==> src/rsc_params.svh <==
// Constants of the reset source control block: offsets, codes, reset values and timing.
`ifndef RSC_PARAMS_SVH
`define RSC_PARAMS_SVH
// ----------------------------------------------------------------
// Register byte offsets
// ----------------------------------------------------------------
`define RSC_OFS_THRESH 4'h0
`define RSC_OFS_CAUSE 4'h4
`define RSC_OFS_CTRL 4'h8
`define RSC_OFS_STATUS 4'hc
// ----------------------------------------------------------------
// Codes and reset values
// ----------------------------------------------------------------
`define RSC_THR_2V10 8'h55
`define RSC_THR_2V55 8'h33
`define RSC_THR_3V15 8'h99
`define RSC_THR_3V80 8'haa
`define RSC_THR_POR 8'h55
`define RSC_WDK_ENABLE 5'h0a
`define RSC_WDK_DISABLE 5'h15
`define RSC_WDK_POR 5'h0a
`define RSC_BIT_SUPPLY 2
`define RSC_BIT_SELECT 1
`define RSC_BIT_WDKEY 0
// ----------------------------------------------------------------
// Timing in nanoseconds and clock period
// ----------------------------------------------------------------
`define RSC_CLK_NS 8
`define RSC_QUALIFY_NS 120000
`define RSC_FAULT_NS 100000
`define RSC_STARTUP_NS 1000000
`endif

==> src/rsc_pkg.sv <==
// Types shared by the reset source control block.
package rsc_pkg;
  typedef struct packed {
    logic pin;
    logic supply;
    logic select;
    logic wdkey;
    logic wdt_normal;
    logic wdt_sleep;
  } rsc_cause_t;
  typedef enum logic [2:0] {
    RSC_RUN = 3'b001,
    RSC_HOLD = 3'b010,
    RSC_START = 3'b100
  } rsc_state_t;
endpackage

==> src/rsc_reset_source_control.sv <==
// Reset source control: merges reset causes, keeps cause flags, drives core resets.
// ----------------------------------------------------------------
// ----------------------------------------------------------------
`timescale 1ns/1ns
`include "rsc_params.svh"
module rsc_reset_source_control #(
  parameter int QUALIFY_CYC = (`RSC_QUALIFY_NS + `RSC_CLK_NS - 1) / `RSC_CLK_NS,
  parameter int FAULT_CYC = (`RSC_FAULT_NS + `RSC_CLK_NS - 1) / `RSC_CLK_NS,
  parameter int STARTUP_CYC = (`RSC_STARTUP_NS + `RSC_CLK_NS - 1) / `RSC_CLK_NS
) (
  // Clock and power-on reset
  input wire logic core_clk,
  input wire logic rst,
  // Wishbone slave
  input wire logic wb_cyc_i,
  input wire logic wb_stb_i,
  input wire logic wb_we_i,
  input wire logic [3:0] wb_adr_i,
  input wire logic [3:0] wb_sel_i,
  input wire logic [31:0] wb_dat_i,
  output logic [31:0] wb_dat_o,
  output logic wb_ack_o,
  // Asynchronous inputs from pins and analog
  input wire logic external_rst_pin_n,
  input wire logic low_supply_monitor,
  // Core status inputs
  input wire logic powerdown_mode,
  input wire logic sleep_idle_mode,
  input wire logic watchdog_timeout,
  // Reset, watchdog, flag and interrupt outputs to the core
  output logic core_full_rst,
  output logic core_pc_sp_rst,
  output logic por_defaults,
  output logic watchdog_enable,
  output logic watchdog_clear,
  output logic watchdog_expiry_flag,
  output logic powerdown_flag,
  output logic irq
);
  localparam int QW = $clog2(QUALIFY_CYC + 1);
  localparam int FW = $clog2(FAULT_CYC + 1);
  localparam int SW = $clog2(STARTUP_CYC + 1);

  // ----------------------------------------------------------------
  // Synchronisers
  // ----------------------------------------------------------------
  // Pins are asynchronous; the first stage is read by the second only.
  logic [1:0] pin_sync;
  logic [1:0] sup_sync;
  always_ff @(posedge core_clk) begin
    if (rst) begin
      pin_sync <= 2'h3;
      sup_sync <= 2'h0;
    end else begin
      pin_sync <= {pin_sync[0], external_rst_pin_n};
      sup_sync <= {sup_sync[0], low_supply_monitor};
    end
  end
  wire pin_low = ~pin_sync[1];

  // ----------------------------------------------------------------
  // Registers
  // ----------------------------------------------------------------
  logic [7:0] threshold_code;
  logic [4:0] watchdog_enable_key;
  logic [2:0] cause;
  logic [2:0] irq_mask;
  logic [QW-1:0] qual_cnt;
  logic [FW-1:0] fault_cnt;
  logic [SW-1:0] start_cnt;
  logic fault_select;
  logic fault_wdkey;
  rsc_pkg::rsc_state_t state;

  // ----------------------------------------------------------------
  // Decode
  // ----------------------------------------------------------------
  wire bus_req = wb_cyc_i & wb_stb_i & ~wb_ack_o;
  wire bus_wr = bus_req & wb_we_i & wb_sel_i[0];
  wire sel_thr = wb_adr_i == `RSC_OFS_THRESH;
  wire sel_cause = wb_adr_i == `RSC_OFS_CAUSE;
  wire sel_ctrl = wb_adr_i == `RSC_OFS_CTRL;
  wire sel_stat = wb_adr_i == `RSC_OFS_STATUS;
  wire thr_valid = (threshold_code == `RSC_THR_2V10) | (threshold_code == `RSC_THR_2V55) |
                   (threshold_code == `RSC_THR_3V15) | (threshold_code == `RSC_THR_3V80);
  wire key_valid = (watchdog_enable_key == `RSC_WDK_ENABLE) | (watchdog_enable_key == `RSC_WDK_DISABLE);
  // The monitor is ignored in power-down so a sagging idle supply cannot reset.
  wire sup_low = sup_sync[1] & ~powerdown_mode;
  wire supply_qualified = sup_low & (qual_cnt == QW'(QUALIFY_CYC));
  wire select_fire = fault_select & (fault_cnt == FW'(FAULT_CYC));
  wire wdkey_fire = fault_wdkey & (fault_cnt == FW'(FAULT_CYC));
  wire wdt_normal = watchdog_timeout & ~sleep_idle_mode & (state == rsc_pkg::RSC_RUN);
  wire wdt_sleep = watchdog_timeout & sleep_idle_mode & (state == rsc_pkg::RSC_RUN);
  rsc_pkg::rsc_cause_t ev;
  assign ev = '{pin: pin_low, supply: supply_qualified, select: select_fire, wdkey: wdkey_fire,
                wdt_normal: wdt_normal, wdt_sleep: wdt_sleep};
  wire any_full = ev.pin | ev.supply | ev.select | ev.wdkey | ev.wdt_normal;
  wire [2:0] set_cause = {ev.supply, ev.select, ev.wdkey};
  wire [7:0] wr_byte = wb_dat_i[7:0];
  wire [7:0] rd_thr = threshold_code;
  wire [7:0] rd_cause = {5'h00, cause};
  wire [7:0] rd_ctrl = {irq_mask, watchdog_enable_key};
  wire [7:0] rd_stat = {4'h0, state == rsc_pkg::RSC_RUN, sleep_idle_mode, watchdog_expiry_flag, powerdown_flag};
  wire [7:0] rd_byte = sel_thr ? rd_thr : sel_cause ? rd_cause : sel_ctrl ? rd_ctrl : sel_stat ? rd_stat : 8'h00;
  // Software write of zero clears; a hardware set in the same cycle wins.
  wire [2:0] next_cause = (bus_wr & sel_cause) ? ((cause & wr_byte[2:0]) | set_cause)
                                               : (cause | set_cause);

  // ----------------------------------------------------------------
  // Bus slave
  // ----------------------------------------------------------------
  always_ff @(posedge core_clk) begin
    if (rst) begin
      wb_ack_o <= 1'b0;
      wb_dat_o <= 32'h0;
    end else begin
      wb_ack_o <= bus_req;
      wb_dat_o <= bus_req ? {24'h0, rd_byte} : 32'h0;
    end
  end

  // ----------------------------------------------------------------
  // Control registers and flags
  // ----------------------------------------------------------------
  always_ff @(posedge core_clk) begin
    if (rst) begin
      threshold_code <= `RSC_THR_POR;
      watchdog_enable_key <= `RSC_WDK_POR;
      cause <= 3'h0;
      irq_mask <= 3'h0;
    end else begin
      cause <= next_cause;
      if (ev.select) begin
        threshold_code <= `RSC_THR_POR;
      end else if (bus_wr & sel_thr) begin
        threshold_code <= wr_byte;
      end
      if (ev.wdkey) begin
        watchdog_enable_key <= `RSC_WDK_POR;
      end else if (bus_wr & sel_ctrl) begin
        watchdog_enable_key <= wr_byte[4:0];
        irq_mask <= wr_byte[7:5];
      end
    end
  end

  // ----------------------------------------------------------------
  // Qualification and fault delays
  // ----------------------------------------------------------------
  always_ff @(posedge core_clk) begin
    if (rst) begin
      qual_cnt <= '0;
      fault_cnt <= '0;
      fault_select <= 1'b0;
      fault_wdkey <= 1'b0;
    end else begin
      // Short dips restart the count and never reach the limit.
      if (!sup_low) begin
        qual_cnt <= '0;
      end else if (qual_cnt != QW'(QUALIFY_CYC)) begin
        qual_cnt <= qual_cnt + QW'(1);
      end
      fault_select <= ~thr_valid & ~select_fire;
      fault_wdkey <= ~key_valid & ~wdkey_fire;
      if ((thr_valid & key_valid) | select_fire | wdkey_fire) begin
        fault_cnt <= '0;
      end else begin
        fault_cnt <= fault_cnt + FW'(1);
      end
    end
  end

  // ----------------------------------------------------------------
  // Reset sequencer
  // ----------------------------------------------------------------
  always_ff @(posedge core_clk) begin
    if (rst) begin
      state <= rsc_pkg::RSC_START;
      start_cnt <= '0;
      core_full_rst <= 1'b1;
      core_pc_sp_rst <= 1'b1;
      por_defaults <= 1'b1;
      watchdog_enable <= 1'b1;
      watchdog_clear <= 1'b1;
      watchdog_expiry_flag <= 1'b0;
      powerdown_flag <= 1'b0;
      irq <= 1'b0;
    end else begin
      irq <= |(next_cause & irq_mask);
      watchdog_enable <= watchdog_enable_key != `RSC_WDK_DISABLE;
      core_pc_sp_rst <= any_full | ev.wdt_sleep | (state != rsc_pkg::RSC_RUN);
      core_full_rst <= any_full | (state != rsc_pkg::RSC_RUN);
      watchdog_clear <= any_full | (state != rsc_pkg::RSC_RUN) | (por_defaults & state == rsc_pkg::RSC_START);
      if (ev.wdt_normal | ev.wdt_sleep) begin
        watchdog_expiry_flag <= 1'b1;
      end
      if (ev.wdt_sleep) begin
        powerdown_flag <= 1'b1;
      end
      unique case (state)
        rsc_pkg::RSC_RUN: begin
          if (any_full) begin
            state <= rsc_pkg::RSC_HOLD;
          end
        end
        rsc_pkg::RSC_HOLD: begin
          start_cnt <= '0;
          if (!pin_low && !sup_low) begin
            state <= rsc_pkg::RSC_START;
          end
        end
        rsc_pkg::RSC_START: begin
          // Release waits out the start-up delay; a new cause restarts it.
          if (any_full) begin
            state <= rsc_pkg::RSC_HOLD;
          end else if (start_cnt == SW'(STARTUP_CYC)) begin
            state <= rsc_pkg::RSC_RUN;
            por_defaults <= 1'b0;
          end else begin
            start_cnt <= start_cnt + SW'(1);
          end
        end
      endcase
    end
  end
endmodule // rsc_reset_source_control

==> config.mk <==
export PLATFORM = sky130hd
export DESIGN_NAME = rsc_reset_source_control
export DESIGN_NICKNAME = d
export VERILOG_FILES = /design/src/rsc_pkg.sv /design/src/rsc_reset_source_control.sv
export VERILOG_INCLUDE_DIRS = /design/src
export SDC_FILE = /design/constraint.sdc
export NUM_CORES = 1
export LEC_CHECK = 0
export BUFFER_PORTS_ARGS = -buffer_cell sky130_fd_sc_hd__buf_4
export CORE_UTILIZATION = 49
export DETAILED_ROUTE_END_ITERATION = 8
export GPL_TIMING_DRIVEN = 0
export PLACE_DENSITY_LB_ADDON = 0.15
export SYNTH_ARGS = -nofsm -noshare
export SYNTH_HDL_FRONTEND = slang
export SYNTH_SLANG_ARGS = --single-unit
export TNS_END_PERCENT = 100
==> constraint.sdc <==
create_clock -name core_clk -period 2.1 [get_ports core_clk]
set_input_delay 0.105 -clock core_clk [delete_from_list [all_inputs] [get_ports core_clk]]
set_output_delay 0.105 -clock core_clk [all_outputs]
set_load 0.02 [all_outputs]
Word level (Yosys, flattened, before mapping)
Index checks and enable logic that the tools add are counted.
- flip-flop bits (word level): 114
- latch bits: 0
- memory bits (writable): 0
- bits in read-only memories: 0
- output and inout bits: 41
- word-level logic and storage cells: 125
- memories: 0
- add/subtract/negate cells: 3
- $mul: 0
- divide/modulo/power cells: 0
- order comparisons: 0
- equal/unequal tests: 23
- shift operators: 0
- multiplexer cells: 13
- bitwise logic cells: 49
- reduce and logical (&&, ||, !) cells: 14
- operators by type and width (cell ; count):
    17-bit 2-to-1 mux ; 2
    17-bit case mux with 2 select lines ; 1
    14-bit by 1-bit adder with 14-bit output (second input constant) ; 2
    14-bit == test (second input constant) ; 2
    8-bit 2-to-1 mux ; 3
    1-bit bitwise AND ; 19
    17-bit by 1-bit adder with 17-bit output (second input constant) ; 1
    17-bit == test (second input constant) ; 1
    8-bit == test (second input constant) ; 2
    3-bit 2-to-1 mux ; 5
    1-bit OR ; 15
    14-bit inequality test (second input constant) ; 1
    1-bit inverter ; 11
    2-bit OR reduction ; 5
    3-bit case mux with 3 select lines ; 1
    3-bit AND reduction ; 3
    4-bit == test (second input constant) ; 2
    8-bit by 6-bit == test with 1-bit output (second input constant) ; 1
    8-bit by 7-bit == test with 1-bit output (second input constant) ; 1
    2-bit inequality test (second input constant) ; 4
    3-bit bitwise AND ; 2
    3-bit OR ; 2
    5-bit by 4-bit == test with 1-bit output (second input constant) ; 1
    5-bit == test (second input constant) ; 1
    other kinds (14) ; 14

Longest topological paths before layout
- depth in word-level cells: 9
- depth in mapped cells: 9
- gate-level depth less buffers: 8

Worst setup path before layout
Ideal clock, no wire load.
- path kind: reg-to-reg
- start: register fault_cnt[3]
- end: register start_cnt[0]
- setup time: 123 ps
- arrival time: 2099 ps
- path slack: -122 ps
- cell stages (with the launch flop): 7
- period minus slack after synthesis: 2222 ps
- cell sequence: dfxtp_1 or4_4 nor4_4 a21oi_2 a31oi_4 nand2b_2 mux2_1
- word-level cells in the longest chain between the ends: 7
- RTL lines (element ; line ; RTL):
    start, declared ; rsc_reset_source_control.sv:69 ; logic [FW-1:0] fault_cnt;
    start signal, assigned ; rsc_reset_source_control.sv:168 ; fault_cnt <= fault_cnt + FW'(1);
    14-bit == test * ; rsc_reset_source_control.sv:90, rsc_reset_source_control.sv:91 ;
    1-bit bitwise AND ; rsc_reset_source_control.sv:90 ; wire select_fire = fault_select & (fault_cnt == FW'(FAULT_CYC));
    1-bit OR ; rsc_reset_source_control.sv:97 ; wire any_full = ev.pin | ev.supply | ev.select | ev.wdkey | ev.wdt_normal;
    1-bit OR * (2 in series) ; rsc_reset_source_control.sv:97 ;
    2-bit inequality test (no source line) * ; -- ;
    3-bit AND reduction (no source line) * ; -- ;
    end signal, assigned ; rsc_reset_source_control.sv:220 ; start_cnt <= start_cnt + SW'(1);
    end, declared ; rsc_reset_source_control.sv:70 ; logic [SW-1:0] start_cnt;
Mark *: on every way between the ends. The rest lies on a longest branch, timed or not.
A chain may end at the register's enable or synchronous reset.

Worst setup path after layout
Ends and elaborated chain as after synthesis.

==> metrics.md <==
| Metric | Value |
|---|---|
| Slew @ Worst Pin | `just under 600 ps` |
| Clk Latency, worst-skew pair | `between 300 and 400 ps` |
| DRT iter0 DRCs | `roughly 150` |
| Clock power frac | `approximately 36%` |
| Critical Path RT | `around 2400 ps` |
| R2r endpoint | `start_cnt[0]$_SDFFE_PP0P_` |
| Average size of a mapped cell | `approximately 9 um2` |
| Critical path data arrival time | `about 2400 ps` |
| DRT Wirelength | `9440 um` |
| Most frequent cells in the layout | `dfxtp_1, buf_4, nor2_1` |
| Cell family with most CP delay | `simple AND/OR/NAND/NOR gates` |
| Clk slew on worst S/H paths | `roughly 90 ps` |
| Cell Area, Synth | `0.00414 mm2` |
| Starting Density | `between 50% and 60%` |
| GR Util All Layers | `a little over a fifth` |
| Pwr Total | `~3400 uW` |
| Async S/R FF share, synth | `0%` |
| Number of cells on the worst hold path | `3` |
| Hold Fails Final Rpt | `0` |
| Drt wl/cell | `approximately 14 um` |
| Mapped Cells | `466` |
| Vias in the first global route | `3265` |
| Max-Cap Viols | `0` |
| Comb pwr share | `13.2%` |
| Post-Synth Adder-Cell Area | `around 1.8%` |
| Final nets | `approximately 630` |
| Worst setup margin | `-65.5 ps` |
| Post-synth EDFFs | `0` |
| Failing checks | `negative setup slack` |
| Simple-gate share of the synthesized area | `between 20% and 30%` |
| RR Startpoint | `fault_cnt[3]$_SDFF_PP0_` |
| Drt first pass iters | `6` |
| Worst path bufs/invs | `1` |
| Syn. warnings | `0` |
| CP Capture Type | `flop` |
| Register share of total power | `about half` |
| Period utilisation layout | `103%` |
| Largest family of logic cells by synthesized area | `simple AND/OR/NAND/NOR gates` |
| Sequential-to-total area share from yosys stat | `a little over two fifths` |
| Detailed placer's ending HPWL | `6570 um` |
| Setup slack, reg-to-reg | `-70 ps` |
| Internal power consumption | `roughly 2500 uW` |
| Clk buf depth | `2` |
| Hold Crit Class | `in -> reg` |
| Leak Pwr | `between 0.002 and 0.0025 uW` |
| I/O pins | `between 90 and 100` |
| CP startpoint | `fault_cnt[3]$_SDFF_PP0_` |
| GPL Wtd Cong | `between 0.8 and 0.9` |
| Fmax | `between 400 and 500 MHz` |
| Vias per cell | `5.27` |
| Share of cells above drive strength 1 | `25.7%` |
| Area Overhead vs Synth | `29.3%` |
| NetSw | `around 860 uW` |
| Chip height | `93.9 um` |
| Sink Count | `90` |
| Max VDD drop | `0.000476 V` |
| Slew Viols, Final | `0` |
| Pin count of the biggest net entering global routing | `16` |
| Crit. path cell count | `7` |
| Vias post-DR | `approximately 3600` |
| Crit Path Class | `reg -> reg` |
| Crit path cell chain | `or4_4 > nor4_4 > buf_4 > a21oi_4 > a31oi_4 > nand2b_4 > mux2_4` |
| Root buffer cell | `clkbuf_8` |
| CTS buffer count | `9` |
| Post-DP Area | `roughly 0.0047 mm2` |
| Sw Ratio | `between 20 and 30%` |
| DR DRC count | `0` |
| Tmin final | `between 2000 and 2500 ps` |
| Post-synthesis cell type count | `56` |
| Rows | `33` |
| Top FF cell, synth | `dfxtp_1` |
| Startpoint Class | `flop` |
| Critical path's slowest cell | `or4_4` |
| Grt ovf | `0` |
| Slowest Stage Delay on Critical Path | `roughly 540 ps` |
| Mux share of post-synthesis cell area | `around 6.8%` |
| Global-route wire length before repair | `about 15000 um` |
| Number of synthesized register bits | `90` |
| RSZ-0062 raised after global routing | `true` |
| Final setup fails | `15` |
| Area of the core | `around 0.008 mm2` |
| Post-synthesis compound-gate area fraction | `approximately 11%` |
| XOR/XNOR Fraction of Synth Area | `around 4.2%` |
| Outcome | `finished with violations` |
| Die X | `roughly 94 um` |
| Design area | `~0.0054 mm2` |
| Relative slew margins | `approximately three fifths` |
| Worst setup path end | `start_cnt[0]$_SDFFE_PP0P_` |
| Clock skew | `12.1 ps` |
| ANT nets after route | `0` |
| Register-to-Register Path Depth | `7` |
| CTS tree | `yes` |
| Critical path peak fanout | `4` |
| P per Cell Area | `636 mW/mm2` |
| ANT cells | `0` |
| Initial antenna violation count | `0` |
| Die area | `0.00882 mm2` |
| Commonest non-fill, non-tap cell in the layout | `dfxtp_1` |
| I/O Buffers | `39` |
| H-tree Lvls | `3` |
worst min-delay path by stage:
stage | startpoint | to | slack [ps]
2_1_floorplan | rst | wb_ack_o$_SDFF_PP0_ | 190
3_3_place_gp | external_rst_pin_n | pin_sync[0]$_SDFF_PP1_ | 300
3_5_place_dp | external_rst_pin_n | pin_sync[0]$_SDFF_PP1_ | 300
4_1_cts | watchdog_timeout | core_pc_sp_rst$_SDFF_PP1_ | 7
5_1_grt | watchdog_timeout | core_pc_sp_rst$_SDFF_PP1_ | 6
6_report | watchdog_timeout | core_pc_sp_rst$_SDFF_PP1_ | 20
metrics by stage:
step / std cells / hold slack, ps / worst slack, ps / setup TNS (ps) / utilization, %
3_5_place_dp: 633 / 300 / -334 / -7590 / 56.8
5_1_grt: 681 / 5.53 / -170 / -2700 / 65.1
2_1_floorplan: 489 / 192 / -79.5 / -79.5 / -
3_3_place_gp: 633 / 302 / -298 / -6350 / 56.8
6_report: 681 / 20.8 / -65.5 / -516 / 65.1
4_1_cts: 675 / 7.04 / -93.5 / -960 / 62.9
final cells by class:
type,count,area [um2]
Fill cell,700,2870
Multi-Input combinational cell,345,2260
Sequential cell,90,1810
Timing Repair Buffer,72,626
Buffer,37,256
Clock buffer,10,138
Tap cell,105,131
Clock inverter,6,65.1
Inverter,16,60.1
per-layer routing:
metal / wire length (um) / global-route usage, % / up-vias
met2: 4720 / 37.9 / 76
met4: 132 / 6.03 / 0
li1: - / - / 1811
met1: 4170 / 27.2 / 1685
met3: 415 / 4.77 / 14
met5: 0 / 0 / -
flip-flops by register name (all words and copies together) (netlist names), 2 cells and up:
register,count
start_cnt,17
fault_cnt,14
qual_cnt,14
rd_thr,8
wb_dat_o,8
watchdog_enable_key,5
cause,3
irq_mask,3
state,3
pin_sync,2
sup_sync,2
logic make-up (layout without fill, tap and decap cells):
| group | after synthesis | after routing |
|---|---|---|
| AND/OR/NAND/NOR | 194 | 194 |
| XOR/XNOR | 20 | 20 |
| multiplexers | 28 | 28 |
| buffers and inverters | 54 | 141 |
| adder cells (fa/ha/maj) | 6 | 6 |
| other | 1 | 24 |
| AO/OA/AOI/OAI | 73 | 73 |
| flip-flops | 90 | 90 |
power by group through the flow:
stage                     sequential, uW  combinational, uW  clock [uW]
after floorplan                     1780                220           0
after detailed placement            1780                307           0
after global placement              1780                305           0
final                               1740                451        1210
after CTS                           1740                368        1240
after global routing                1740                482        1310
worst register-to-register path, cell delays in order (launching register included):
cell	delay (ps)
dfxtp_2	330
or4_4	540
nor4_4	270
buf_4	180
a21oi_4	70
a31oi_4	190
nand2b_4	180
mux2_4	290
timing repair:
action	4_1_cts	5_1_grt
endpoints found under the hold margin	14	0
setup endpoints to repair	35	35
setup buffers	13	5
gates cloned	0	3
pin swaps	12	22
gates resized for setup	18	28
hold buffers	13	0
synth_stat cells (3+ instances only):
cell | instances | area [um2]
nor4_1 | 3 | 18.8
nor3_1 | 10 | 50.1
o31ai_1 | 4 | 30.0
nand3_1 | 21 | 105
or3_1 | 18 | 113
inv_1 | 16 | 60.1
nor2b_1 | 3 | 18.8
a22o_1 | 3 | 26.3
a31oi_1 | 4 | 25.0
clkbuf_1 | 9 | 33.8
nand2_1 | 35 | 131
nor2_1 | 52 | 195
nand4b_1 | 4 | 35.0
o21ai_0 | 11 | 55.1
xor2_1 | 9 | 78.8
dfxtp_1 | 90 | 1800
ha_1 | 6 | 75.1
o21ai_1 | 10 | 50.1
xnor2_1 | 11 | 96.3
nand2b_1 | 4 | 25.0
or2_2 | 4 | 25.0
and3_1 | 9 | 56.3
nand4_1 | 5 | 31.3
or4_1 | 5 | 37.5
buf_4 | 24 | 180
mux2i_1 | 26 | 260
and2_1 | 5 | 31.3
a21oi_1 | 27 | 135
(Power assumes the default switching activity.)
